[config.mk]
export PLATFORM = sky130hd
export DESIGN_NAME = prt_readout
export DESIGN_NICKNAME = d
export VERILOG_FILES = /design/src/logic/prt_pkg.sv /design/src/logic/prt_sync.sv /design/src/logic/prt_sleep_timer.sv /design/src/logic/prt_readout.sv
export VERILOG_INCLUDE_DIRS = /design/src /design/src/logic
export SDC_FILE = /design/constraint.sdc
export NUM_CORES = 1
export LEC_CHECK = 0
export BUFFER_PORTS_ARGS = -buffer_cell sky130_fd_sc_hd__buf_4
export CAP_MARGIN = 20
export CORE_ASPECT_RATIO = 0.9
export CORE_MARGIN = 2
export CORE_UTILIZATION = 39
export CTS_CLUSTER_DIAMETER = 200
export CTS_CLUSTER_SIZE = 24
export DETAILED_ROUTE_END_ITERATION = 12
export PLACE_DENSITY = 0.56
export SLEW_MARGIN = 10
export SYNTH_ARGS = -nofsm -noshare
export SYNTH_HDL_FRONTEND = slang
export SYNTH_HIERARCHICAL = 1
export SYNTH_SLANG_ARGS = --single-unit
export TNS_END_PERCENT = 1
[constraint.sdc]
create_clock -name clock -period 9.4 [get_ports clock]
set_clock_uncertainty 0.2 [all_clocks]
set_input_delay 1.41 -clock clock [delete_from_list [all_inputs] [get_ports clock]]
set_output_delay 1.41 -clock clock [all_outputs]
set_load 0.02 [all_outputs]
[src/logic/prt_defines.svh]
`ifndef PRT_DEFINES_SVH
`define PRT_DEFINES_SVH

// bus target address
`define PRT_I2C_ADDR          7'h6D

// register offsets
`define PRT_OFS_PRES_HIGH     8'h06
`define PRT_OFS_PRES_MID      8'h07
`define PRT_OFS_PRES_LOW      8'h08
`define PRT_OFS_TEMP_HIGH     8'h09
`define PRT_OFS_TEMP_LOW      8'h0A
`define PRT_OFS_CMD           8'h30
`define PRT_OFS_SYS           8'hA5
`define PRT_OFS_PCH           8'hA6

// command register fields
`define PRT_CMD_SLEEP_MSB     7
`define PRT_CMD_SLEEP_LSB     4
`define PRT_CMD_SCO_BIT       3
`define PRT_CMD_MODE_MSB      2
`define PRT_CMD_MODE_LSB      0
`define PRT_MODE_COMBINED     3'h2
`define PRT_MODE_SLEEP        3'h3
`define PRT_CMD_RESET         8'h00

// system setup fields
`define PRT_SYS_AOUT_MSB      7
`define PRT_SYS_AOUT_LSB      4
`define PRT_SYS_LDO_BIT       3
`define PRT_SYS_UNSIGNED_BIT  2
`define PRT_SYS_RAW_BIT       1
`define PRT_SYS_DIAG_BIT      0
`define PRT_SYS_RESET         8'h01

// pressure channel setup fields
`define PRT_PCH_SWAP_BIT      7
`define PRT_PCH_GAIN_MSB      5
`define PRT_PCH_GAIN_LSB      3
`define PRT_PCH_OSR_MSB       2
`define PRT_PCH_OSR_LSB       0
`define PRT_PCH_RESET         8'h00
`define PRT_PCH_MASK          8'hBF

// timing
`define PRT_CLOCK_MHZ         50
`define PRT_SLEEP_STEP_US     62500
`define PRT_SLEEP_STEP_CYCLES (`PRT_SLEEP_STEP_US * `PRT_CLOCK_MHZ)

`endif

[src/logic/prt_pkg.sv]
`default_nettype none
package prt_pkg;

   // bus target states, gray along the usual path
   typedef enum logic [2:0] {
      PRT_I_IDLE     = 3'h0,
      PRT_I_ADDR     = 3'h1,
      PRT_I_ACK_ADDR = 3'h3,
      PRT_I_WRITE    = 3'h2,
      PRT_I_ACK_WR   = 3'h6,
      PRT_I_READ     = 3'h7,
      PRT_I_ACK_RD   = 3'h5
   } prt_i2c_state_t;

   // measurement sequencer states
   typedef enum logic [1:0] {
      PRT_C_IDLE  = 2'h0,
      PRT_C_TEMP  = 2'h1,
      PRT_C_PRES  = 2'h3,
      PRT_C_SLEEP = 2'h2
   } prt_conv_state_t;

endpackage
`default_nettype wire

[src/logic/prt_sync.sv]
`timescale 1ns/1ps
`default_nettype none
module prt_sync
(
   // clock and reset
   input  wire logic       clock,
   input  wire logic       reset,
   input  wire logic       enable,
   // pins
   input  wire logic [1:0] async_in,
   output logic      [1:0] sync_out
);

   logic [1:0] meta_ff;

   // two stages; the first is read by the second only
   always_ff @(posedge clock or posedge reset)
   begin
      if (reset)
      begin
         meta_ff  <= 2'h3;
         sync_out <= 2'h3;
      end
      else if (enable)
      begin
         meta_ff  <= async_in;
         sync_out <= meta_ff;
      end
   end

endmodule
`default_nettype wire

[src/logic/prt_sleep_timer.sv]
`timescale 1ns/1ps
`default_nettype none
`include "prt_defines.svh"
module prt_sleep_timer
#(
   parameter int unsigned STEP_CYCLES = `PRT_SLEEP_STEP_CYCLES
)
(
   // clock and reset
   input  wire logic       clock,
   input  wire logic       reset,
   input  wire logic       enable,
   // control
   input  wire logic       start,
   input  wire logic [3:0] code,
   output logic            done
);

   logic [31:0] cnt_ff;
   logic [3:0]  steps_ff;
   logic [3:0]  code_ff;
   logic        run_ff;

   // counts code steps of one step period each; code zero ends at once
   always_ff @(posedge clock or posedge reset)
   begin
      if (reset)
      begin
         cnt_ff   <= 32'h0;
         steps_ff <= 4'h0;
         code_ff  <= 4'h0;
         run_ff   <= 1'b0;
         done     <= 1'b0;
      end
      else if (enable)
      begin
         done <= 1'b0;
         if (start)
         begin
            cnt_ff   <= 32'h0;
            steps_ff <= 4'h0;
            code_ff  <= code;
            run_ff   <= (code != 4'h0);
            done     <= (code == 4'h0);
         end
         else if (run_ff)
         begin
            if (cnt_ff == STEP_CYCLES - 1)
            begin
               cnt_ff <= 32'h0;
               if (steps_ff == code_ff - 4'h1)
               begin
                  run_ff <= 1'b0;
                  done   <= 1'b1;
               end
               else
                  steps_ff <= steps_ff + 4'h1;
            end
            else
               cnt_ff <= cnt_ff + 32'h1;
         end
      end
   end

endmodule
`default_nettype wire

[src/logic/prt_readout.sv]
`timescale 1ns/1ps
`default_nettype none
`include "prt_defines.svh"
module prt_readout
#(
   parameter int unsigned SLEEP_STEP_CYCLES = `PRT_SLEEP_STEP_CYCLES,
   parameter logic [7:0]  SYS_SETUP_RESET   = `PRT_SYS_RESET,
   parameter logic [7:0]  PCH_SETUP_RESET   = `PRT_PCH_RESET
)
(
   // clock, reset, enable
   input  wire logic                     clock,
   input  wire logic                     reset,
   input  wire logic                     enable,
   // bus pins
   input  wire logic                     scl,
   input  wire logic                     sda_in,
   output logic                          sda_out,
   output logic                          sda_oe,
   // converter front end
   output logic                          adc_start,
   output logic                          adc_select_pressure,
   input  wire logic                     adc_done,
   input  wire logic [23:0]              adc_data,
   // configuration to the analog side
   output logic                          regulator_voltage_select,
   output logic                          result_unsigned,
   output logic                          raw_output,
   output logic                          diag_enable,
   output logic [3:0]                    analog_out_setting,
   output logic                          input_swap,
   output logic [7:0]                    channel_gain,
   output logic [15:0]                   oversample_ratio,
   // status
   output prt_pkg::prt_conv_state_t      conversion_phase
);
   import prt_pkg::*;

   ////////////////////////////////////////////////////////////////////////
   // functions

   function automatic logic [7:0] gain_of(input logic [2:0] code);
      gain_of = 8'h01 << code;
   endfunction

   function automatic logic [15:0] ratio_of(input logic [2:0] code);
      case (code)
         3'h0:    ratio_of = 16'h0400;
         3'h1:    ratio_of = 16'h0800;
         3'h2:    ratio_of = 16'h1000;
         3'h3:    ratio_of = 16'h2000;
         3'h4:    ratio_of = 16'h0100;
         3'h5:    ratio_of = 16'h0200;
         3'h6:    ratio_of = 16'h4000;
         default: ratio_of = 16'h8000;
      endcase
   endfunction

   ////////////////////////////////////////////////////////////////////////
   // declarations

   logic [23:0]     pressure_ff;
   logic [15:0]     temp_ff;
   logic [15:0]     temp_hold_ff;
   logic [7:0]      cmd_ff;
   logic [7:0]      sys_ff;
   logic [7:0]      pch_ff;
   logic [1:0]      pins_s;
   logic            scl_s;
   logic            sda_s;
   logic            scl_q_ff;
   logic            sda_q_ff;
   prt_i2c_state_t  i2c_st_ff;
   prt_conv_state_t conv_st_ff;
   logic [3:0]      bit_cnt_ff;
   logic [7:0]      rx_ff;
   logic [7:0]      tx_ff;
   logic [7:0]      ptr_ff;
   logic            rw_ff;
   logic            first_ff;
   logic            mack_ff;
   logic            wr_stb_ff;
   logic [7:0]      wr_addr_ff;
   logic [7:0]      wr_data_ff;
   logic [7:0]      rd_byte;
   logic            scl_rise;
   logic            scl_fall;
   logic            start_cond;
   logic            stop_cond;
   logic            sco;
   logic [2:0]      mode;
   logic            mode_ok;
   logic            commit;
   logic            sco_clear;
   logic            tmr_start;
   logic            tmr_done;

   ////////////////////////////////////////////////////////////////////////
   // pin sampling and bus conditions

   prt_sync u_sync
   (
      .clock    (clock),
      .reset    (reset),
      .enable   (enable),
      .async_in ({scl, sda_in}),
      .sync_out (pins_s)
   );

   assign scl_s = pins_s[1];
   assign sda_s = pins_s[0];

   // previous sample for edge finding
   always_ff @(posedge clock or posedge reset)
   begin
      if (reset)
      begin
         scl_q_ff <= 1'b1;
         sda_q_ff <= 1'b1;
      end
      else if (enable)
      begin
         scl_q_ff <= scl_s;
         sda_q_ff <= sda_s;
      end
   end

   // sda moving while scl high marks start and stop
   assign scl_rise   = scl_s & ~scl_q_ff;
   assign scl_fall   = ~scl_s & scl_q_ff;
   assign start_cond = scl_s & scl_q_ff & sda_q_ff & ~sda_s;
   assign stop_cond  = scl_s & scl_q_ff & ~sda_q_ff & sda_s;
   assign sda_out    = 1'b0;

   ////////////////////////////////////////////////////////////////////////
   // register read decode, unmapped offsets read zero

   always_comb
   begin
      case (ptr_ff)
         `PRT_OFS_PRES_HIGH: rd_byte = pressure_ff[23:16];
         `PRT_OFS_PRES_MID:  rd_byte = pressure_ff[15:8];
         `PRT_OFS_PRES_LOW:  rd_byte = pressure_ff[7:0];
         `PRT_OFS_TEMP_HIGH: rd_byte = temp_ff[15:8];
         `PRT_OFS_TEMP_LOW:  rd_byte = temp_ff[7:0];
         `PRT_OFS_CMD:       rd_byte = cmd_ff;
         `PRT_OFS_SYS:       rd_byte = sys_ff;
         `PRT_OFS_PCH:       rd_byte = pch_ff;
         default:            rd_byte = 8'h00;
      endcase
   end

   ////////////////////////////////////////////////////////////////////////
   // bus target: address, pointer byte, writes and auto-increment reads

   always_ff @(posedge clock or posedge reset)
   begin
      if (reset)
      begin
         i2c_st_ff  <= PRT_I_IDLE;
         bit_cnt_ff <= 4'h0;
         rx_ff      <= 8'h00;
         tx_ff      <= 8'h00;
         ptr_ff     <= 8'h00;
         rw_ff      <= 1'b0;
         first_ff   <= 1'b0;
         mack_ff    <= 1'b0;
         sda_oe     <= 1'b0;
         wr_stb_ff  <= 1'b0;
         wr_addr_ff <= 8'h00;
         wr_data_ff <= 8'h00;
      end
      else if (enable)
      begin
         wr_stb_ff <= 1'b0;
         if (start_cond)
         begin
            i2c_st_ff  <= PRT_I_ADDR;
            bit_cnt_ff <= 4'h0;
            sda_oe     <= 1'b0;
         end
         else if (stop_cond)
         begin
            i2c_st_ff <= PRT_I_IDLE;
            sda_oe    <= 1'b0;
         end
         else
         begin
            case (i2c_st_ff)
               PRT_I_ADDR:
               begin
                  if (scl_rise)
                  begin
                     rx_ff      <= {rx_ff[6:0], sda_s};
                     bit_cnt_ff <= bit_cnt_ff + 4'h1;
                  end
                  else if (scl_fall && bit_cnt_ff == 4'h8)
                  begin
                     if (rx_ff[7:1] == `PRT_I2C_ADDR)
                     begin
                        i2c_st_ff <= PRT_I_ACK_ADDR;
                        sda_oe    <= 1'b1;
                        rw_ff     <= rx_ff[0];
                     end
                     else
                        i2c_st_ff <= PRT_I_IDLE;
                  end
               end
               PRT_I_ACK_ADDR:
               begin
                  if (scl_fall)
                  begin
                     bit_cnt_ff <= 4'h0;
                     if (rw_ff)
                     begin
                        tx_ff     <= rd_byte;
                        sda_oe    <= ~rd_byte[7];
                        ptr_ff    <= ptr_ff + 8'h01;
                        i2c_st_ff <= PRT_I_READ;
                     end
                     else
                     begin
                        sda_oe    <= 1'b0;
                        first_ff  <= 1'b1;
                        i2c_st_ff <= PRT_I_WRITE;
                     end
                  end
               end
               PRT_I_WRITE:
               begin
                  if (scl_rise)
                  begin
                     rx_ff      <= {rx_ff[6:0], sda_s};
                     bit_cnt_ff <= bit_cnt_ff + 4'h1;
                  end
                  else if (scl_fall && bit_cnt_ff == 4'h8)
                  begin
                     sda_oe    <= 1'b1;
                     i2c_st_ff <= PRT_I_ACK_WR;
                     if (first_ff)
                        ptr_ff <= rx_ff;
                     else
                     begin
                        wr_stb_ff  <= 1'b1;
                        wr_addr_ff <= ptr_ff;
                        wr_data_ff <= rx_ff;
                        ptr_ff     <= ptr_ff + 8'h01;
                     end
                  end
               end
               PRT_I_ACK_WR:
               begin
                  if (scl_fall)
                  begin
                     sda_oe     <= 1'b0;
                     first_ff   <= 1'b0;
                     bit_cnt_ff <= 4'h0;
                     i2c_st_ff  <= PRT_I_WRITE;
                  end
               end
               PRT_I_READ:
               begin
                  if (scl_rise)
                     bit_cnt_ff <= bit_cnt_ff + 4'h1;
                  else if (scl_fall)
                  begin
                     if (bit_cnt_ff == 4'h8)
                     begin
                        sda_oe    <= 1'b0;
                        i2c_st_ff <= PRT_I_ACK_RD;
                     end
                     else
                     begin
                        tx_ff  <= {tx_ff[6:0], 1'b0};
                        sda_oe <= ~tx_ff[6];
                     end
                  end
               end
               PRT_I_ACK_RD:
               begin
                  // a host nack ends the read; ack fetches the next offset
                  if (scl_rise)
                     mack_ff <= ~sda_s;
                  else if (scl_fall)
                  begin
                     if (mack_ff)
                     begin
                        tx_ff      <= rd_byte;
                        sda_oe     <= ~rd_byte[7];
                        ptr_ff     <= ptr_ff + 8'h01;
                        bit_cnt_ff <= 4'h0;
                        i2c_st_ff  <= PRT_I_READ;
                     end
                     else
                        i2c_st_ff <= PRT_I_IDLE;
                  end
               end
               default:
                  i2c_st_ff <= PRT_I_IDLE;
            endcase
         end
      end
   end

   ////////////////////////////////////////////////////////////////////////
   // register file; a host write wins over the self-clear of the flag

   assign sco  = cmd_ff[`PRT_CMD_SCO_BIT];
   assign mode = cmd_ff[`PRT_CMD_MODE_MSB:`PRT_CMD_MODE_LSB];

   always_ff @(posedge clock or posedge reset)
   begin
      if (reset)
      begin
         pressure_ff <= 24'h000000;
         temp_ff     <= 16'h0000;
         cmd_ff      <= `PRT_CMD_RESET;
         sys_ff      <= SYS_SETUP_RESET;
         pch_ff      <= PCH_SETUP_RESET & `PRT_PCH_MASK;
      end
      else if (enable)
      begin
         if (commit)
         begin
            pressure_ff <= adc_data;
            temp_ff     <= temp_hold_ff;
         end
         // only a command write may override the self-clear, so it comes last
         if (sco_clear)
            cmd_ff[`PRT_CMD_SCO_BIT] <= 1'b0;
         if (wr_stb_ff)
         begin
            case (wr_addr_ff)
               `PRT_OFS_CMD: cmd_ff <= wr_data_ff;
               `PRT_OFS_SYS: sys_ff <= wr_data_ff;
               `PRT_OFS_PCH: pch_ff <= wr_data_ff & `PRT_PCH_MASK;
               default:      pch_ff <= pch_ff; // result bytes are read only
            endcase
         end
      end
   end

   ////////////////////////////////////////////////////////////////////////
   // measurement sequencer

   assign mode_ok   = (mode == `PRT_MODE_COMBINED) || (mode == `PRT_MODE_SLEEP);
   assign commit    = (conv_st_ff == PRT_C_PRES) && adc_done;
   // sleep mode keeps the flag; unknown modes drop it without converting
   assign sco_clear = (commit && mode != `PRT_MODE_SLEEP) ||
                      (conv_st_ff == PRT_C_IDLE && sco && !mode_ok);
   assign tmr_start = commit && mode == `PRT_MODE_SLEEP && sco;

   always_ff @(posedge clock or posedge reset)
   begin
      if (reset)
      begin
         conv_st_ff          <= PRT_C_IDLE;
         adc_start           <= 1'b0;
         adc_select_pressure <= 1'b0;
         temp_hold_ff        <= 16'h0000;
      end
      else if (enable)
      begin
         adc_start <= 1'b0;
         case (conv_st_ff)
            PRT_C_IDLE:
            begin
               if (sco && mode_ok)
               begin
                  adc_start           <= 1'b1;
                  adc_select_pressure <= 1'b0;
                  conv_st_ff          <= PRT_C_TEMP;
               end
            end
            PRT_C_TEMP:
            begin
               if (adc_done)
               begin
                  temp_hold_ff        <= adc_data[15:0];
                  adc_start           <= 1'b1;
                  adc_select_pressure <= 1'b1;
                  conv_st_ff          <= PRT_C_PRES;
               end
            end
            PRT_C_PRES:
            begin
               if (adc_done)
                  conv_st_ff <= tmr_start ? PRT_C_SLEEP : PRT_C_IDLE;
            end
            PRT_C_SLEEP:
            begin
               // clearing the flag in sleep mode stops the cycle here
               if (!sco)
                  conv_st_ff <= PRT_C_IDLE;
               else if (tmr_done)
               begin
                  adc_start           <= 1'b1;
                  adc_select_pressure <= 1'b0;
                  conv_st_ff          <= PRT_C_TEMP;
               end
            end
            default:
               conv_st_ff <= PRT_C_IDLE;
         endcase
      end
   end

   // interval is started only by a conversion in sleep mode
   prt_sleep_timer #(.STEP_CYCLES(SLEEP_STEP_CYCLES)) u_timer
   (
      .clock  (clock),
      .reset  (reset),
      .enable (enable),
      .start  (tmr_start),
      .code   (cmd_ff[`PRT_CMD_SLEEP_MSB:`PRT_CMD_SLEEP_LSB]),
      .done   (tmr_done)
   );

   assign conversion_phase = conv_st_ff;

   ////////////////////////////////////////////////////////////////////////
   // configuration decode

   assign regulator_voltage_select = sys_ff[`PRT_SYS_LDO_BIT];
   assign raw_output               = sys_ff[`PRT_SYS_RAW_BIT];
   // unsigned format is meaningless on calibrated data
   assign result_unsigned = sys_ff[`PRT_SYS_UNSIGNED_BIT] & sys_ff[`PRT_SYS_RAW_BIT];
   assign diag_enable        = sys_ff[`PRT_SYS_DIAG_BIT];
   assign analog_out_setting = sys_ff[`PRT_SYS_AOUT_MSB:`PRT_SYS_AOUT_LSB];
   assign input_swap         = pch_ff[`PRT_PCH_SWAP_BIT];
   assign channel_gain       = gain_of(pch_ff[`PRT_PCH_GAIN_MSB:`PRT_PCH_GAIN_LSB]);
   assign oversample_ratio   = ratio_of(pch_ff[`PRT_PCH_OSR_MSB:`PRT_PCH_OSR_LSB]);

   ////////////////////////////////////////////////////////////////////////
   // assertions

   a_result_commit: assert property (@(posedge clock) disable iff (reset || !enable)
      commit |=> (pressure_ff == $past(adc_data) && temp_ff == $past(temp_hold_ff)))
      else $error("result bytes not loaded together at commit");

   a_temp_then_pres: assert property (@(posedge clock) disable iff (reset || !enable)
      (conv_st_ff == PRT_C_TEMP && adc_done) |=> (adc_start && adc_select_pressure))
      else $error("pressure conversion did not follow temperature");

   a_sco_selfclear: assert property (@(posedge clock) disable iff (reset || !enable)
      (commit && mode == `PRT_MODE_COMBINED && !wr_stb_ff) |=> !sco)
      else $error("start flag not cleared after combined conversion");

   a_sleep_keeps: assert property (@(posedge clock) disable iff (reset || !enable)
      (commit && mode == `PRT_MODE_SLEEP && sco && !wr_stb_ff)
      |=> (sco && conv_st_ff == PRT_C_SLEEP))
      else $error("sleep mode conversion did not enter the wait");

   a_sleep_pause: assert property (@(posedge clock) disable iff (reset || !enable)
      (tmr_start && cmd_ff[`PRT_CMD_SLEEP_MSB:`PRT_CMD_SLEEP_LSB] != 4'h0)
      |=> (!adc_start)[*2])
      else $error("sleep interval skipped");

   a_ratio_map: assert property (@(posedge clock) disable iff (reset || !enable)
      (pch_ff[`PRT_PCH_OSR_MSB:`PRT_PCH_OSR_LSB] == 3'h4) |-> (oversample_ratio == 16'h0100))
      else $error("oversample code 100 not mapped to 256");

   a_gain_top: assert property (@(posedge clock) disable iff (reset || !enable)
      (pch_ff[`PRT_PCH_GAIN_MSB:`PRT_PCH_GAIN_LSB] == 3'h7) |-> (channel_gain == 8'h80))
      else $error("gain code 111 not 128");

   a_unsigned_raw: assert property (@(posedge clock) disable iff (reset || !enable)
      result_unsigned |-> raw_output)
      else $error("unsigned output without raw data");

   a_ack_address: assert property (@(posedge clock) disable iff (reset || !enable)
      (i2c_st_ff == PRT_I_ACK_ADDR) |-> (sda_oe && rx_ff[7:1] == `PRT_I2C_ADDR))
      else $error("address acknowledged for wrong target");

   a_temp_bytes: assert property (@(posedge clock) disable iff (reset || !enable)
      (ptr_ff == `PRT_OFS_TEMP_LOW) |-> (rd_byte == temp_ff[7:0]))
      else $error("temperature low byte at wrong offset");

endmodule
`default_nettype wire

==> Word level (Yosys, flattened, before mapping) <==
Index checks and enable logic that the tools add are counted.
{ "totals": {"ff_bits": 182, "inputBits": 30, "out_inout_bits": 39, "wordCells": 278} }
{ "classes": {"add_sub_neg": 5, "eq_ne": 71, "shift": 1, "mux": 106, "bitwise": 18, "n_reduce_logical": 46} }
{ "op_table": {"columns": ["cell", "n"], "rows": [
  ["one-hot mux 16 bit (7 select lines)", 1],
  ["two-way mux 32 bit", 3],
  ["two-way mux 8 bit", 8],
  ["one-hot mux 8 bit (8 select lines)", 1],
  ["two-way mux 7 bit", 8],
  ["two-way mux 4 bit", 13],
  ["!= test 4 bit (second input constant)", 13],
  ["two-way mux 3 bit", 15],
  ["two-way mux 1 bit", 41],
  ["!= test 2 bit (second input constant)", 17],
  ["adder 32 x 1 -> 32 bit (second input constant)", 1],
  ["equality test 32 x 22 -> 1 bit (second input constant)", 1],
  ["equality test 8 bit (second input constant)", 4],
  ["equality test 8 x 4 -> 1 bit (second input constant)", 3],
  ["one-hot mux 8 bit (3 select lines)", 1],
  ["AND reduction 12 bit", 2],
  ["one-hot mux 7 bit (3 select lines)", 1],
  ["AND reduction 7 bit", 3],
  ["equality test 3 x 2 -> 1 bit (second input constant)", 6],
  ["equality test 3 bit (second input constant)", 6],
  ["one-hot mux 3 bit (6 select lines)", 1],
  ["equality test 8 x 3 -> 1 bit (second input constant)", 2],
  ["equality test 8 x 6 -> 1 bit (second input constant)", 2],
  ["AND reduction 5 bit", 3],
  ["other kinds (41)", 91]
]} }

==> Logic depth before layout (Yosys ltp) <==
Gate-level depths: netlist of run 1.
{ "logic_depth": {"word_depth": 9, "mapped_depth": 10, "depth_no_buf": 9} }

==> Modules after synthesis <==
Netlist of run 1, hierarchy kept.
{ "modules_own_cells": {"columns": ["mod", "n_inst", "cells_each", "area_each_um2", "seq_area_each_um2"], "rows": [
  ["prt_readout", 1, 622, 7014.2, 3407.0],
  ["prt_sleep_timer", 1, 236, 2319.7, 1051.0],
  ["prt_sync", 1, 9, 153.9, 105.1]
]} }

==> Worst setup path after synthesis of run 1 <==
OpenSTA, ideal clock, no wires.
{ "synth_path": {"kind": "input to register", "startpoint": "input adc_done", "endpoint": "register u_timer.cnt_ff[31]", "setup_time_ns": 0.073, "t_arrival_ns": 3.131, "required_time_ns": 9.127, "setup_slack_ns": 5.996, "cell_stages": 8, "n_path_buf": 1, "cell_sequence": "nand3_1 nor2_1 o211a_1 nand4_4 or3_1 buf_6 or4_4 a21oi_2"} }
{ "synth_between": {"elab_chain_cells": 5, "word_cells_on_any_way": 6, "classes_between": "mux (1); reduce/logical (5)"} }
{ "synth_rtl": {"columns": ["element", "line", "source"], "rows": [
  ["start: declaration", "prt_readout.sv:23", "input wire logic adc_done,"],
  ["logical AND 1 bit (*)", "prt_readout.sv:347", "assign commit = (conv_st_ff == PRT_C_PRES) && adc_done;"],
  ["logical AND 1 bit (no line) (*)", null, null],
  ["logical AND 1 bit (*)", "prt_readout.sv:351", "assign tmr_start = commit && mode == `PRT_MODE_SLEEP && sco;"],
  ["via tmr_start", "prt_readout.sv:95", "logic tmr_start;"],
  ["nonzero test 2 bit (no line)", null, null],
  ["AND reduction 2 bit (no line)", null, null],
  ["end signal: assignment", "prt_sleep_timer.sv:60", "cnt_ff <= cnt_ff + 32'h1;"],
  ["end: declaration", "prt_sleep_timer.sv:19", "logic [31:0] cnt_ff;"]
]} }
Mark *: on every way through the listed nets, which the timed path passes. The rest lies on a longest branch.
A chain may end at the register's enable or synchronous reset.

==> Worst setup path after layout of run 1 <==
Ends and elaborated chain as after synthesis.

==> metrics.txt, run 1 <==
status=complete, no violations; DPL Wire Length=15,100 um; total CTS buffers=17; Worst-Skew Late Latency=0.45 ns; Peak VDD IR=between 100 and 150 uV; hold_buf cts=0; sw frac=0.358; hold path cells=1; commonest cells after routing, fill and taps aside=175 x dfrtp_1, 109 x mux2_2, 64 x buf_4; Worst R2R Path Depth=10; post-synth cell types=86; CP max-delay cell=or4_4; final max-slew violation count=0; most common cell after layout, fill and taps aside=dfrtp_1; Setup TNS=0 ns; Port Buffers=59; via count=6,798; Overall Global Routing Usage=0.179; power per cell area=204 mW/mm^2; FF/Latch Area=between 0.004 and 0.005 mm^2; Detailed Route Iter0 Violations=~460; IO Pins=69; cell repeated most along the worst path=buf_4; Final Hold Viols=0; ratio of final minimum period to clock period=0.356; drt wl/cell=approximately 18 um; Worst Path Max Fanout=12; required time worst endpoint=9.58 ns; Placeable Area=0.0241 mm^2; largest net degree at the start of global routing=between 90 and 100; Routed Antenna Nets=0; Top Layer Used=met4; area of the multi-input gates=between 0.004 and 0.005 mm^2; final net count=approximately 930; Synth Area in Adders=0.0119; WL met1=about 11,000 um; Seq cells post-synth=182; Syn Std Cell Area=0.00949 mm^2; Final GP Congestion=0.860; CTS resizes=0; Clk Tree Root Cell=clkbuf_16; Pleak=about 0.0048 uW; Synth-to-Final Area Change=12.4%; wire length on met2=around 9300 um; row cnt=54; die area=0.0256 mm^2; initial antenna violation count=0; chip width=168 um; Sequential Power Share=0.452; Post-Synth Simple-Gate Area=0.174; Final Util=0.444; share of cells above drive strength 1=0.277; number of setup buffers added after CTS=0; post-synthesis cell count=867; drt first pass iters=5; Synth Warn #=6; maxcap violations=0; CP arrival=3.53 ns; Avg Vias per Cell=between 5 and 6; vias in the first global route=6,428; reg2reg setup slack=between 6 and 7 ns; first-pass GRT wire length=36,200 um; Fillers=2,301; critical-path cell list=buf_4 > nand3_1 > nor2_1 > buf_4 > o211a_1 > nand4_4 > or3_1 > or4_4 > a21oi_2; CTS tree=yes; Mapped Avg Cell Area=~11 um^2; final wirelength=about 22,000 um; RSZ-0062 raised after global routing=no; relative slew slack=0.301; NetSw=780 uW; Synth async-reset ratio=1.00; Final setup viols=0; n_diodes=0; Hold WC Path Type=reg -> reg; Min Clock Period, post-route=roughly 3.3 ns; drc violations=0; sequential area share after synthesis=0.481; crit start category=input port; H-tree levels=4; Clock Sinks=182; Clock power frac=0.345; worst stage delay on the critical path=between 0.5 and 0.6 ns; max frequency=~300 MHz; Initial Util=0.394; mux share of post-synthesis cell area=0.138; worst-case clock buffer depth=2; met3 routed WL=1150 um; Crit. End Element=register; Synth Area in Compound Gates=0.118; die height=152 um; main combinational cell family by area after synthesis=simple AND/OR/NAND/NOR gates; CP Class=in -> reg; worst slew pin tran=1.05 ns; Power Internal=roughly 1400 uW; Gate power share=0.203; Clock transition at path regs=0.08 ns; main flop type after synthesis=dfrtp_1; xor/xnor share of the synthesized area=0.0286; grt total ovfl=0; Post-synth EDFFs=0
==> synthesized netlist by cell type, drive strengths merged, types with 8 or more instances <==
master | instances | area [um^2]
a21oi | 29 | 149
a22oi | 15 | 113
a31oi | 15 | 93.8
and2 | 11 | 71.3
and3 | 11 | 71.3
buf | 33 | 257
clkbuf | 31 | 116
dfrtp | 175 | 4380
ha | 9 | 113
inv | 20 | 75.1
mux2 | 114 | 1300
nand2 | 62 | 240
nand2b | 8 | 50.1
nand3 | 33 | 165
nand4 | 19 | 134
nor2 | 48 | 180
nor2b | 9 | 63.8
nor3 | 13 | 70.1
nor3b | 10 | 75.1
nor4 | 13 | 103
o21ai | 25 | 125
o2bb2ai | 8 | 70.1
or3 | 8 | 55.1
xnor2 | 21 | 184
xor2 | 10 | 87.6
==> cell type report <==
cell class,count,share of cell area
Sequential cell,182,0.428
Multi-Input combinational cell,608,0.423
Timing Repair Buffer,64,0.0450
Clock buffer,17,0.0399
Tap cell,308,0.0361
Clock inverter,15,0.0201
Inverter,21,0.00786
==> registers in the layout, summed over array words and instances, names as in the netlist, 3 cells and up <==
register          flops
bit_cnt_ff            4
cmd_ff                8
i2c_st_ff             3
pch_ff                7
pressure_ff          24
ptr_ff                8
rx_ff                 8
sys_ff                8
temp_ff              16
temp_hold_ff         16
tx_ff                 7
u_timer/cnt_ff       32
u_timer/code_ff       4
u_timer/steps_ff      4
wr_addr_ff            8
wr_data_ff            8
==> power groups by stage <==
stage	clock, uW	sequential, uW	combinational [uW]
after floorplan	0	921	395
after global placement	0	998	436
after detailed placement	0	997	440
after CTS	774	983	443
after global routing	808	1000	497
final	753	985	441
==> per-layer routing <==
| metal | vias to the layer above | GRT usage |
|---|---|---|
| met5 | - | 0 |
| met4 | 0 | 0.0447 |
| met3 | 12 | 0.0456 |
| met2 | 149 | 0.247 |
| met1 | 3416 | 0.277 |
| li1 | 3221 | - |
==> logic make-up after synthesis <==
family                     count (synthesis)
xor gates and xnor gates                  31
buffers and inverters                     85
muxes                                    115
AOI/OAI and AO/OA                        159
DFF                                      182
adders and majority gates                  9
and+or+nand+nor                          285
other                                      1
==> critical path, delay by kind of cell <==
family                 cells  cell delay (ns)
buffers and inverters      2             0.32
and+or+nand+nor            5             1.43
AOI/OAI and AO/OA          2             0.35
==> stage by stage <==
| stage | worst slack [ns] | instances | cell area [um^2] | power [uW] | hold slack, ns |
|---|---|---|---|---|---|
| 2_1_floorplan | 4.16 | 875 | 9520 | 1320 | 0.267 |
| 3_3_place_gp | 5.62 | 1183 | 10000 | 1430 | 0.284 |
| 4_1_cts | 6.08 | 1215 | 10700 | 2200 | 0.305 |
| 6_report | 6.05 | 1215 | 10700 | 2180 | 0.304 |
| 3_5_place_dp | 5.61 | 1183 | 10000 | 1440 | 0.286 |
| 5_1_grt | 5.91 | 1215 | 10700 | 2310 | 0.323 |
==> worst paths after layout <==
| check | endpoint | startpoint |
|---|---|---|
| setup / recovery | u_timer/cnt_ff[31] | adc_done |
| hold / removal | pressure_ff[5] | pressure_ff[5] |
| setup reg to reg | u_timer/cnt_ff[31] | cmd_ff[1] |
| hold reg to reg | pressure_ff[5] | pressure_ff[5] |
| max in group asynchronous | temp_ff[14] | reset |
| min in group asynchronous | u_sync/meta_ff[0] | reset |
(Power assumes the default switching activity.)
==> run 2, diff against run 1 <==
==> constraint.sdc (replaced) <==
create_clock -name clock -period 3.22 [get_ports clock]
set_clock_uncertainty 0.2 [all_clocks]
set_input_delay 0.483 -clock clock [delete_from_list [all_inputs] [get_ports clock]]
set_output_delay 0.483 -clock clock [all_outputs]
set_load 0.02 [all_outputs]
==> run 2 against run 1 <==
Against the previous run:
- final area grew 1.1%
- first-iteration DRC count grew 15%
- global-route usage grew 0.41 points
- largest cell class unchanged
- worst hold slack lost 0.25 ns
==> metrics.txt, run 2 (synthesis gave the netlist of run 1 again) <==
maxcap violations=0 (unchanged); Worst Path Max Fanout=9 (-3); Final GP Congestion=0.821 (-4.6%); initial antenna violation count=0 (unchanged); Setup TNS=0 ns (unchanged); Crit Reg-Reg Startpoint=cmd_ff[2]; sw frac=0.357 (-0.000972); Initial Util=0.394 (unchanged); worst stage delay on the critical path=0.55 ns (about the same); Clock power frac=0.345 (about the same); CTS resizes=0 (unchanged); critical-path cell list=nor2b_1 > and2_1 > nand2_1 > nor2_1 > o211a_1 > nand4_4 > or3_1 > or4_4 > a21oi_2; Peak VDD IR=347 uV (+160%); post-placement setup slack=0.295 ns (-5.31 ns); hold path cells=2 (+1); first-pass GRT wire length=37,400 um (+3.4%); IO Pins=69 (unchanged); Gate power share=0.208 (+0.005); reg2reg setup slack=0.33 ns (-6.04 ns); n_diodes=0 (unchanged); Detailed Route Iter0 Violations=532 (+15%); CP Class=reg -> reg; DPL Wire Length=15,600 um (+2.8%); Avg Vias per Cell=5.59 (-0.16%); final net count=946 (+1.4%); status=complete, no violations; top flop regs=u_timer/cnt_ff (32), pressure_ff (24); final max-slew violation count=0 (unchanged); drc violations=0 (unchanged); required time worst endpoint=3.39 ns (-6.19 ns); drt wl/cell=18.4 um (+1.5%); WHS Endpoint=pressure_ff[21]; largest net degree at the start of global routing=137 (+51%); Pleak=0.00490 uW (+1.3%); relative slew slack=0.441 (+0.140); Synth-to-Final Area Change=13.7%; CP arrival=3.06 ns (-0.47 ns); vias in the first global route=6,618 (+3.0%); Fillers=2,257 (-1.9%); worst hold path startpoint=adc_data[21]; Clock Sinks=182 (unchanged); most common cell after layout, fill and taps aside=dfrtp_1; Worst R2R Path Depth=9 (-1); share of cells above drive strength 1=0.286 (+0.00913); Final Hold Viols=0 (unchanged); CP top delay family=simple AND/OR/NAND/NOR gates; Worst-Skew Late Latency=0.45 ns (about the same); total CTS buffers=17 (unchanged); Min Clock Period, post-route=between 2 and 3 ns; RSZ-0062 raised after global routing=no; Largest register FFs=32 (unchanged); commonest cells after routing, fill and taps aside=175 x dfrtp_1, 109 x mux2_2, 75 x buf_4; crit start category=register; Clk Tree Root Cell=clkbuf_16; Placeable Area=0.0241 mm^2 (unchanged); Sequential Power Share=0.447 (-0.005); CTS tree=yes; worst-case clock buffer depth=2 (unchanged); Port Buffers=59 (unchanged); Clock transition at path regs=0.09 ns (about the same); Buf/Inv on CP=0 (-2); final worst slack=0.328 ns (-5.72 ns); NetSw=2290 uW (+190%); area of the multi-input gates=0.00452 mm^2 (unchanged); Worst R2R End=u_timer/cnt_ff[31]; Hold WC Path Type=in -> reg; Power Internal=4120 uW (+190%); Routed Antenna Nets=0 (unchanged); grt total ovfl=0 (unchanged); Crit. End Element=register; power per cell area=595 mW/mm^2 (+190%); Largest Register=u_timer/cnt_ff; drt first pass iters=5 (unchanged); die area=0.0256 mm^2 (unchanged); row cnt=54 (unchanged); Overall Global Routing Usage=0.183 (+0.00411); via count=6,860 (+0.91%); Final setup viols=0 (unchanged); worst slew pin tran=0.834 ns (-0.215 ns); max frequency=between 300 and 400 MHz; number of setup buffers added after CTS=0 (unchanged); die height=152 um (unchanged); final wirelength=22,600 um (+2.6%); H-tree levels=4 (unchanged); FF/Latch Area=0.00456 mm^2 (unchanged); ratio of final minimum period to clock period=0.898; chip width=168 um (unchanged); CP max-delay cell=or4_4
[run 2: how the worst max path moves through the flow]
stage / to / slack [ns] / cells after the start / start
2_1_floorplan: u_timer/cnt_ff[31] / 0.51 / 9 / conversion_phase[1]
3_3_place_gp: u_timer/cnt_ff[31] / 0.34 / 9 / cmd_ff[2]
3_5_place_dp: u_timer/cnt_ff[31] / 0.29 / 9 / cmd_ff[2]
4_1_cts: u_timer/cnt_ff[31] / 0.28 / 9 / cmd_ff[2]
5_1_grt: u_timer/cnt_ff[31] / 0.12 / 9 / cmd_ff[2]
6_report: u_timer/cnt_ff[31] / 0.33 / 9 / cmd_ff[2]
[run 2: layout make-up]
class | instances | share of cell area
Sequential cell | 182 | 0.423
Timing Repair Buffer | 77 | 0.0550
Clock inverter | 15 | 0.0203
Tap cell | 308 | 0.0357
Inverter | 21 | 0.00766
Multi-Input combinational cell | 608 | 0.419
Clock buffer | 17 | 0.0394
[run 2: per-stage QoR]
stage	instance area (um^2)	hold WS [ns]	total power, uW	cells	util
final	10800	0.0513	6410	1228	0.448
after global placement	10100	0.282	4220	1195	0.421
after floorplan	9520	0.238	3840	875	-
after global routing	10800	0.0451	6760	1228	0.448
after detailed placement	10100	0.288	4230	1195	0.421
after CTS	10800	0.0390	6460	1228	0.448
[run 2: worst register-to-register path, delay by kind of cell (launching register included)]
| family | cells | cell delay (ns) |
|---|---|---|
| AND/OR/NAND/NOR | 7 | 1.84 |
| AO/OA/AOI/OAI | 2 | 0.37 |
| flip-flops | 1 | 0.41 |
[run 2: per-layer routing]
layer	vias to the layer above	global-route usage	wire [um]
met4	0	0.0460	195
li1	3259	-	-
met3	13	0.0362	958
met2	141	0.256	9620
met5	-	0	0
met1	3447	0.287	11800
[run 2: power groups by stage]
stage	Clock (uW)	Combinational (uW)	Sequential, uW
floorplan	0	1150	2690
global route	2370	1480	2910
global placement	0	1320	2900
CTS	2270	1330	2860
detailed placement	0	1330	2900
finish	2210	1340	2860
[run 2: repair_timing]
item                       4_1_cts  5_1_grt
hold buffers                     1        0
setup endpoints to repair        0        0
hold endpoints to repair         4        0
